===== src/pkg/ccp_consts.vh =====
// constants for the compare and pwm unit
`ifndef CCP_CONSTS_VH
`define CCP_CONSTS_VH

`define MODE_OFF        4'h0
`define MODE_CMP_SET    4'h8
`define MODE_CMP_CLR    4'h9
`define MODE_CMP_SWI    4'hA
`define MODE_CMP_SPEV   4'hB
`define MODE_PWM_MASK   4'hC
`define CTRL_MODE_MSB   3
`define CTRL_DLOW_MSB   5
`define CTRL_DLOW_LSB   4
`define CTRL_WIDTH      6
`define PRESC_1         2'h0
`define PRESC_4         2'h1
`define PRESC_16        2'h2
`define PHASE_INC       2'h1
`define PHASE_TOP       2'h3
`define ZERO_DUTY       10'h000

`endif


===== src/hdl/duty_buffer.v =====
// double buffer for the pwm duty value, loaded at period end
`timescale 1ns/1ps
`default_nettype none
module duty_buffer #(
  parameter DW = 10
) (
  input  wire          clk_sys,
  input  wire          rst_b,
  input  wire          clear,
  input  wire          load,
  input  wire [DW-1:0] duty_in,
  output reg  [DW-1:0] duty_q
);
  // register output so the compare never sees a half-written duty
  always @(posedge clk_sys or negedge rst_b) begin
    if (!rst_b) begin
      duty_q <= {DW{1'b0}};
    end else if (clear) begin
      duty_q <= {DW{1'b0}};
    end else if (load) begin
      duty_q <= duty_in;
    end
  end
endmodule
`default_nettype wire


===== src/hdl/match_detect.v =====
// registered equality compare with a rising-match pulse
`timescale 1ns/1ps
`default_nettype none
module match_detect #(
  parameter W = 16
) (
  input  wire         clk_sys,
  input  wire         rst_b,
  input  wire         enable,
  input  wire [W-1:0] a,
  input  wire [W-1:0] b,
  output reg          hit_q
);
  reg eq_q;
  // one event per entry into equality; a timer held on the value fires once
  always @(posedge clk_sys or negedge rst_b) begin
    if (!rst_b) begin
      eq_q  <= 1'b0;
      hit_q <= 1'b0;
    end else begin
      eq_q  <= enable && (a == b);
      hit_q <= enable && (a == b) && !eq_q;
    end
  end
endmodule
`default_nettype wire


===== src/hdl/ccp_compare_and_pwm.v =====
// compare and pwm output side of a capture/compare/pwm unit
`timescale 1ns/1ps
`default_nettype none
`include "ccp_consts.vh"

module ccp_compare_and_pwm #(
  parameter CW          = 16,
  parameter TW          = 8,
  parameter IS_SECOND   = 0,
  parameter SINGLE_UNIT = 0
) (
  input  wire                   clk_sys,
  input  wire                   rst_b,
  input  wire [`CTRL_WIDTH-1:0] unit_control_reg,
  input  wire                   unit_control_wr,
  input  wire [CW-1:0]          compare_value_reg,
  input  wire [TW-1:0]          duty_high_byte,
  input  wire [CW-1:0]          timer1_count,
  input  wire [TW-1:0]          timer2_count,
  input  wire [TW-1:0]          timer2_period,
  input  wire                   timer2_tick,
  input  wire [1:0]             timer2_prescale,
  input  wire [1:0]             phase_bits,
  input  wire                   adc_enable,
  input  wire                   match_flag_clear,
  output reg                    unit_pin_q,
  output reg                    match_flag,
  output reg                    timer1_reset_q,
  output reg                    adc_start_q,
  output reg  [TW-1:0]          duty_shadow_byte,
  output reg  [1:0]             duty_low_latch_q,
  output reg                    pwm_active_q
);

  // ************************************************************
  // mode decode
  // ************************************************************
  wire [`CTRL_MODE_MSB:0] mode;
  wire                    is_pwm;
  wire                    is_cmp;
  wire                    ctrl_zero;
  wire [TW+1:0]           duty_new;
  wire [TW+1:0]           duty_buf;
  wire                    cmp_hit;
  wire                    period_end;
  wire [TW+1:0]           fine_next;
  reg  [1:0]              phase_sel;

  function is_mode;
    input [`CTRL_MODE_MSB:0] m;
    input [`CTRL_MODE_MSB:0] code;
    begin
      is_mode = (m == code);
    end
  endfunction

  assign mode      = unit_control_reg[`CTRL_MODE_MSB:0];
  assign is_pwm    = ((mode & `MODE_PWM_MASK) == `MODE_PWM_MASK);
  assign is_cmp    = mode[`CTRL_MODE_MSB] && !is_pwm;
  assign ctrl_zero = unit_control_wr && (unit_control_reg == {`CTRL_WIDTH{1'b0}});
  assign duty_new  = {duty_high_byte,
                      unit_control_reg[`CTRL_DLOW_MSB:`CTRL_DLOW_LSB]};

  // ************************************************************
  // compare path
  // ************************************************************
  // timer1 must run synchronously to this clock for the compare to hold
  match_detect #(
    .W (CW)
  ) u_match (
    .clk_sys (clk_sys),
    .rst_b   (rst_b),
    .enable  (is_cmp),
    .a       (timer1_count),
    .b       (compare_value_reg),
    .hit_q   (cmp_hit)
  );

  // ************************************************************
  // pwm timebase
  // ************************************************************
  // prescale 1, 4 and 16 all use the phase clock bits unchanged
  always @* begin
    case (timer2_prescale)
      `PRESC_1:  phase_sel = phase_bits;
      `PRESC_4:  phase_sel = phase_bits;
      `PRESC_16: phase_sel = phase_bits;
      default:   phase_sel = phase_bits;
    endcase
  end

  // period end comes from timer2 count against period; postscaler never seen
  assign period_end = timer2_tick && (timer2_count == timer2_period);
  // the pin is a register, so it is compared with the step the next edge shows;
  // that way it falls after exactly duty steps instead of one or two late
  assign fine_next  = {timer2_count, phase_sel} + {{TW{1'b0}}, `PHASE_INC};

  duty_buffer #(
    .DW (TW+2)
  ) u_duty (
    .clk_sys (clk_sys),
    .rst_b   (rst_b),
    .clear   (ctrl_zero),
    .load    (period_end && is_pwm),
    .duty_in (duty_new),
    .duty_q  (duty_buf)
  );

  // ************************************************************
  // output latch, flag and triggers
  // ************************************************************
  always @(posedge clk_sys or negedge rst_b) begin
    if (!rst_b) begin
      unit_pin_q       <= 1'b0;
      match_flag       <= 1'b0;
      timer1_reset_q   <= 1'b0;
      adc_start_q      <= 1'b0;
      duty_shadow_byte <= {TW{1'b0}};
      duty_low_latch_q <= 2'h0;
      pwm_active_q     <= 1'b0;
    end else begin
      timer1_reset_q <= 1'b0;
      adc_start_q    <= 1'b0;
      pwm_active_q   <= is_pwm;
      // a new match wins over a simultaneous software clear
      if (cmp_hit && is_cmp) begin
        match_flag <= 1'b1;
      end else if (match_flag_clear) begin
        match_flag <= 1'b0;
      end
      if (ctrl_zero || mode == `MODE_OFF) begin
        unit_pin_q <= 1'b0;
      end else if (is_pwm) begin
        if (period_end) begin
          unit_pin_q       <= (duty_new != `ZERO_DUTY);
          duty_shadow_byte <= duty_high_byte;
          duty_low_latch_q <= duty_new[1:0];
        end else if (duty_buf == fine_next) begin
          // a duty past the period never equals the count, pin stays high
          unit_pin_q <= 1'b0;
        end
      end else if (cmp_hit) begin
        if (is_mode(mode, `MODE_CMP_SET)) begin
          unit_pin_q <= 1'b1;
        end else if (is_mode(mode, `MODE_CMP_CLR)) begin
          unit_pin_q <= 1'b0;
        end else if (is_mode(mode, `MODE_CMP_SPEV)) begin
          // reset pulse and adc start; the timer's overflow flag is not touched here
          timer1_reset_q <= 1'b1;
          adc_start_q    <= adc_enable && (IS_SECOND != 0 || SINGLE_UNIT != 0);
        end
        // software-interrupt mode keeps the pin
      end
    end
  end

endmodule
`default_nettype wire


===== config.mk =====
export PLATFORM = sky130hd
export DESIGN_NAME = ccp_compare_and_pwm
export DESIGN_NICKNAME = d
export VERILOG_FILES = /design/src/hdl/duty_buffer.v /design/src/hdl/match_detect.v /design/src/hdl/ccp_compare_and_pwm.v
export VERILOG_INCLUDE_DIRS = /design/src /design/src/pkg
export SDC_FILE = /design/constraint.sdc
export NUM_CORES = 1
export LEC_CHECK = 0
export BUFFER_PORTS_ARGS = -buffer_cell sky130_fd_sc_hd__buf_2
export CORE_UTILIZATION = 45
export DETAILED_ROUTE_END_ITERATION = 16
export PLACE_DENSITY = 0.89
export SLEW_MARGIN = 20
export SYNTH_ARGS = -nofsm -noshare
export SYNTH_HDL_FRONTEND = slang
export SYNTH_SLANG_ARGS = --single-unit

===== constraint.sdc =====
create_clock -name clk_sys -period 3.1 [get_ports clk_sys]
set_input_delay 0.62 -clock clk_sys [delete_from_list [all_inputs] [get_ports clk_sys]]
set_output_delay 0.62 -clock clk_sys [all_outputs]
set_load 0.05 [all_outputs]

Word level (Yosys, flattened, before mapping)
Index checks and enable logic that the tools add are counted.
{ "classes": {"n_addsub": 1, "eq_ne": 8, "mux": 17, "bitwise": 1, "n_reduce_logical": 19} }
{ "ops": {"columns": ["op", "count"], "rows": [
  ["10-bit two-way mux", 2],
  ["16-bit == test", 1],
  ["1-bit two-way mux", 15],
  ["4-bit == test, second input constant", 3],
  ["10-bit by 1-bit adder with 10-bit output, second input constant", 1],
  ["10-bit == test", 1],
  ["10-bit nonzero test", 1],
  ["8-bit == test", 1],
  ["1-bit logical AND", 7],
  ["6-bit zero test", 1],
  ["3-bit AND reduction", 2],
  ["4-bit zero test", 1],
  ["4-bit by 1-bit inequality test with 1-bit output, second input constant", 1],
  ["2-bit nonzero test", 2],
  ["4-bit nonzero test", 1],
  ["3-bit nonzero test", 1],
  ["2-bit == test, second input constant", 1],
  ["1-bit zero test", 2],
  ["1-bit logical OR", 1],
  ["1-bit NOT", 1]
]} }
{ "totals": {"reg_bits": 26, "input_bits": 72, "wordCells": 55} }

Logic depth before layout (Yosys ltp)
Gate-level depths: netlist of run 1.
{ "depth": {"word_depth": 7, "mapped_depth": 7, "ltp_nobuf": 6} }

Hierarchy
Synthesis of run 1 repeated with hierarchy kept, for this count alone.
{ "hier_totals": {"hier_cells": 160, "area_unflattened_um2": 1645.3} }
{ "modules_own_cells": {"columns": ["mod", "n_inst", "cells_each", "area_per_inst_um2", "seq_area_each_um2"], "rows": [
  ["ccp_compare_and_pwm", 1, 103, 1006.0, 350.3],
  ["duty_buffer", 1, 32, 402.9, 250.2],
  ["match_detect", 1, 25, 236.5, 50.0]
]} }

Worst setup path after synthesis of run 1
No wires, ideal clock.
{ "synth_timing": {"path_kind": "input -> register", "startpoint": "in timer2_count[4]", "endpoint": "reg unit_pin_q", "setup_ps": 126, "arrival_ps": 2105, "required_ps": 2974, "setup_slack_ps": 869, "stages": 6, "cell_sequence": "buf_6 -> or3b_1 -> a2111o_1 -> and3_1 -> a32o_1 -> a311o_1"} }
{ "synth_via": {"elab_chain_len": 5} }
{ "synth_lines": {"columns": ["item", "line", "text"], "rows": [
  ["from (decl)", "ccp_compare_and_pwm.v:19", "input wire [TW-1:0] timer2_count,"],
  ["parallel branches: the longest is 5 deep, another holds 10-bit by 1-bit adder with 10-bit output", null, null],
  ["to (signal assigned)", "ccp_compare_and_pwm.v:135", "unit_pin_q <= (duty_new != `ZERO_DUTY);"],
  ["to (decl)", "ccp_compare_and_pwm.v:26", "output reg unit_pin_q,"]
]} }
Several ways; the timed one is not identified.
A chain may end at the register's enable or synchronous reset.

Worst setup path after layout of run 1
Ends and elaborated chain as after synthesis.

==> results of run 1 <==
-- area by class of cell --
type                       count  area (um^2)
multi-input combinational    131          978
clock buffer                   4         55.1
fill                         296         1270
tap                           46         57.6
sequential                    26          651
timing repair buffer          83          418
inverter                       2         7.51
-- registers in the layout (all words and copies together), names as in the netlist --
| signal | count |
|---|---|
| duty_low_latch_q | 2 |
| duty_shadow_byte | 8 |
| match_flag | 1 |
| pwm_active_q | 1 |
| timer1_reset_q | 1 |
| u_duty.duty_q | 10 |
| u_match.eq_q | 1 |
| u_match.hit_q | 1 |
| unit_pin_q | 1 |
-- worst max-delay path, stage by stage --
cell	delay (ns)
buf_2	0.16
or3b_1	0.36
a2111o_1	0.36
and3_1	0.18
a32o_1	0.25
a311o_1	0.31
-- path summary, 6_finish.rpt --
path                                               from                            to  slack (ns)
setup reg to reg           u_duty.duty_q[6]$_DFFE_PN0P_        unit_pin_q$_DFFE_PN0P_        1.08
setup / recovery                        timer2_count[4]        unit_pin_q$_DFFE_PN0P_        1.02
max in group asynchronous                         rst_b  u_duty.duty_q[2]$_DFFE_PN0P_        2.38
hold / removal                                    rst_b        match_flag$_DFFE_PN0P_        0.34
min in group clk_sys             u_match.eq_q$_DFF_PN0_       u_match.hit_q$_DFF_PN0_        0.40
hold reg to reg                  u_match.eq_q$_DFF_PN0_       u_match.hit_q$_DFF_PN0_        0.40
-- power breakdown --
group / switching (mW) / internal, mW / total, mW / leakage [nW]
Combinational: 0.106 / 0.0841 / 0.191 / 0.655
Clock: 0.102 / 0.114 / 0.216 / 0.0288
Sequential: 0.00910 / 0.350 / 0.359 / 0.359
-- metal layers --
layer  part of all wire, %  up-vias
met4                  0.34        0
met2                    53       42
li1                      -      759
met1                    43      730
met3                   4.1        2
met5                     0        -
-- metrics by stage --
| stage | utilization [%] | cell area, um^2 | worst slack [ns] | std cells |
|---|---|---|---|---|
| 6_report | 63.0 | 2170 | 1.02 | 292 |
| 5_1_grt | 63.0 | 2170 | 0.961 | 292 |
| 4_1_cts | 63.0 | 2170 | 1.03 | 292 |
| 3_5_place_dp | 61.4 | 2110 | 0.746 | 288 |
| 3_3_place_gp | 61.4 | 2110 | 0.763 | 288 |
| 2_1_floorplan | - | 1670 | 0.869 | 165 |
-- cells in the mapped netlist, drive strengths merged --
library cell,instances,area [um^2]
o221a,1,11.3
a211o,1,8.76
ha,1,12.5
mux2,10,113
nand3,4,20.0
and3,3,18.8
buf,4,28.8
nor2b,5,31.3
a2111o,1,11.3
o221ai,1,8.76
nor2,15,56.3
nor3b,1,7.51
nand4b,2,17.5
and2,2,12.5
nor4,9,56.3
nor3,4,20.0
a32o,1,10.0
or3b,1,8.76
o311ai,1,8.76
a311oi,1,8.76
a211oi,1,7.51
o31a,1,8.76
o21a,3,22.5
nand2b,1,6.26
nand3b,1,7.51
conb,1,3.75
clkbuf,2,7.51
dfrtp,26,651
o21ai,1,5.00
a311o,1,10.0
mux2i,8,80.1
nand2,7,26.3
xor2,7,61.3
xnor2,27,236
a22o,2,17.5
inv,2,7.51
nand4,6,37.5
-- cell families after synthesis --
family | count (synthesis) | share of synthesized area [%]
mux | 18 | 11.6
compound gates | 16 | 8.33
flops | 26 | 39.0
fa+ha+maj | 1 | 0.751
other cells | 1 | 0.225
xor+xnor | 34 | 17.9
buf+inv | 8 | 2.63
simple gates | 61 | 19.6
==> results.yml, run 1 <==
status:
  status: "finished clean"
placed_design:
  port_buffers: 82
  dp_hpwl_um: 3270
  globalplace.congestion: 0.859
finish:
  area_growth_syn_to_layout_pct: 30.0
  layout-drive-gt1-share_pct: 40.2
  fin_nets: 320
  final_common_cell: "buf_2"
  diodes: 0
  layout_common_cells: "buf_2, xnor2_1, dfrtp_1"
job:
  cap_violations: 0
clock_tree:
  root_buffer: "clkbuf_8"
  clk_latency_ns: 0.27
  cts_htree_levels: 1
  cts_buffers: 3
  post-cts-setup-buffer-count: 0
  tritoncts: "built"
  clock_path_buffers: 2
  cts_hold_buffers: 0
  numClockSinks: 26
  path_clk_slew_ns: 0.09
  cts-resized-gates: 0
global_routing:
  use_met1_pct: 26.8
  grt_usage_pct: 21.5
  busiest_layer: "met2"
  use_met2_pct: 38.5
  grt_overflow: 0
  grt_pass1_wl_um: 6710
  grt_antenna_before_repair: 0
  use_met3_pct: 4.20
  grt_pass1_vias: 1473
  grt_max_degree: 27
power_and_ir_drop:
  power_per_cell_area_mw_per_mm2: 353
  p_total_mw: 0.765
  p_leak_nw: 1.04
  peakVddDrop_mv: 0.349
setup_path:
  critPathKind: "in2reg"
  cp-end-kind: "flop"
  required_ns: 3.26
  cp.arrival_ns: 2.24
  r2r.worst_path.cells: 5
  cp_max_fo: 9
  cp-start-kind: "primary input"
synth:
  yosysWarnings: 0
  avgSynthCellArea_um2: 10.1
  synth_seq_cells: 26
  synthCells: 165
  synth_fp_nets: 238
  yosysSeqAreaShare_pct: 39.0
  syn-cell-area_mm2: 0.00167
  synth.distinct_cells: 39
detailed_routing:
  drc: 0
  dr.pass1.iters: 4
  detail_route.iter0.violations: 77
  num_vias: 1533
  vias_per_cell: 5.25
  wl_per_cell_um: 13.9
  drtAntennaViolNets: 0
  drt_wl_total_um: 4060
timing:
  hold_ws_ns: 0.336
  max_clock_freq_ghz: 0.481
  finalHoldViolCount: 0
  worst_clock_skew_ns: 0.00199
  maxSlewViolCount: 0
  slew_headroom_pct: 61.7
  tightest_slew_ns: 0.575
  rsz0062_at_grt: "false"
  fin_crit_ns: 2.08
  tns_ns: 0
  finalCritPeriodShare_pct: 67.0
  setup_violations: 0
die:
  std_cell_rows: 21
  fp.coreArea_mm2: 0.00344
  initial_core_util_pct: 48.4
  dieHeight_um: 62.9
  ios: 87
  die-width_um: 62.9
  die_area_mm2: 0.00395
worst_hold_path:
  hp-class: "in2async"
Power figures use the tool's default switching activity.
==> inputs of run 2 (changes only) <==
- clock period: 3.1 -> 2 ns (I/O delays scaled with it)
==> results.yml, run 2 (same netlist as run 1, synthesis figures left out) <==
global_routing:
  grt_max_degree: 27
  grt_usage_pct: 21.7
  grt_antenna_before_repair: 0
  grt_pass1_wl_um: 6710
  grt_overflow: 0
  grt_pass1_vias: 1544
power_and_ir_drop:
  peakVddDrop_mv: 0.474
  power_per_cell_area_mw_per_mm2: 504
  p_total_mw: 1.15
  switchingPower_mw: 0.324
  intPower_mw: 0.823
  swShare_pct: 28.3
  p_leak_nw: 1.11
  seqPwrFrac_pct: 48.3
  pwr-share-comb_pct: 27.3
  pwr-share-clk_pct: 24.3
timing:
  finalCritPeriodShare_pct: 95.3
  finalHoldViolCount: 0
  rsz0062_at_grt: "false"
  tns_ns: 0
  tightest_slew_ns: 0.553
  setup_violations: 0
  worst_clock_skew_ns: 0.00201
  maxSlewViolCount: 0
  fin_crit_ns: 1.91
  max_clock_freq_ghz: 0.525
  setup_ws_ns: 0.0936
  slew_headroom_pct: 63.1
placed_design:
  port_buffers: 82
  place_area_mm2: 0.00223
  dp_hpwl_um: 3280
  globalplace.congestion: 0.853
  pre_cts_slack_ns: -0.0875
finish:
  layout-drive-gt1-share_pct: 43.5
  largest_reg_flops: 10
  top_register: "u_duty.duty_q"
  layout_common_cells: "buf_2, xnor2_1, dfrtp_1"
  diodes: 0
  final_common_cell: "buf_2"
  area_growth_syn_to_layout_pct: 36.7
  final_area_mm2: 0.00228
  largestRegisters: "u_duty.duty_q (10), duty_shadow_byte (8), duty_low_latch_q (2)"
  fin_nets: 335
clock_tree:
  cts_buffers: 3
  clock_path_buffers: 2
  numClockSinks: 26
  path_clk_slew_ns: 0.08
  post-cts-setup-buffer-count: 0
  cts_hold_buffers: 0
  cts_htree_levels: 1
  tritoncts: "built"
  cts-resized-gates: 0
  clk_latency_ns: 0.26
  root_buffer: "clkbuf_8"
die:
  dieHeight_um: 62.9
  initial_core_util_pct: 48.4
  ios: 87
  std_cell_rows: 21
  fp.coreArea_mm2: 0.00344
  die-width_um: 62.9
  die_area_mm2: 0.00395
detailed_routing:
  dr.pass1.iters: 4
  drt_wl_total_um: 3960
  num_vias: 1594
  drc: 0
  vias_per_cell: 5.21
  drtAntennaViolNets: 0
  wl_per_cell_um: 13.0
  detail_route.iter0.violations: 80
setup_path:
  critPathMaxStageDelay_ns: 0.39
  cp.arrival_ns: 2.06
  required_ns: 2.15
  crit_chain: "or3b_1 -> a2111o_1 -> and3_1 -> a32o_1 -> a311o_1"
  cp-start-kind: "flop"
  cpMaxStageDelayCell: "dfrtp_1"
  cp_max_fo: 2
  cp-end-kind: "flop"
  critPathKind: "reg2reg"
job:
  cap_violations: 0
status:
  status: "finished clean"
worst_hold_path:
  hp-class: "in2async"
## run 2: changes by cell type in the layout (fill, tap and decap cells not counted)
| cell | change |
|---|---|
| buf_4 | +14 |
| buf_12 | +1 |
| clkbuf_8 | -1 |
## run 2: critical path, delay by kind of cell, from the launching register on
kind,cells,cell delay [ns]
flops,1,0.39
simple gates,2,0.52
compound gates,3,0.89
## run 2: stage by stage
stage	hold slack, ns	utilization, %	std cells
after floorplan	0.104	-	165
after global placement	0.384	64.8	302
after detailed placement	0.391	64.8	302
after CTS	0.135	66.0	305
after global routing	0.161	66.2	306
final	0.115	66.2	306
## run 2: power by group through the flow
stage,Combinational (mW),Sequential (mW),Clock (mW)
2_1_floorplan,0.122,0.608,0
3_3_place_gp,0.307,0.564,0
3_5_place_dp,0.314,0.565,0
4_1_cts,0.316,0.555,0.289
5_1_grt,0.345,0.558,0.310
6_report,0.314,0.555,0.279
## run 2: path summary, 6_finish.rpt
check	cells past startpoint	endpoint	startpoint	slack, ns
min	1	duty_shadow_byte[4]$_DFFE_PN0P_	rst_b	0.12
min in group clk_sys	2	match_flag$_DFFE_PN0P_	match_flag_clear	0.32
max in group asynchronous	1	u_duty.duty_q[2]$_DFFE_PN0P_	rst_b	1.52
max reg2reg	5	unit_pin_q$_DFFE_PN0P_	u_duty.duty_q[6]$_DFFE_PN0P_	0.09
min reg2reg	1	u_match.hit_q$_DFF_PN0_	u_match.eq_q$_DFF_PN0_	0.40
max	5	unit_pin_q$_DFFE_PN0P_	u_duty.duty_q[6]$_DFFE_PN0P_	0.09
## run 2: per-layer routing
layer | track usage [%] | vias up | part of all wire (%)
met5 | 0 | - | 0
met4 | 7.85 | 0 | 1.3
met3 | 2.74 | 6 | 4.2
met2 | 37.5 | 54 | 50
met1 | 27.5 | 745 | 44
li1 | - | 789 | -
## run 2: final cells by class
class                   count  area, um^2
flip-flops and latches     26         651
multi-input cells         131         978
inverters                   2        7.51
well taps                  46        57.6
repair buffers             98         543
fillers                   274        1160
clock buffers               3        41.3
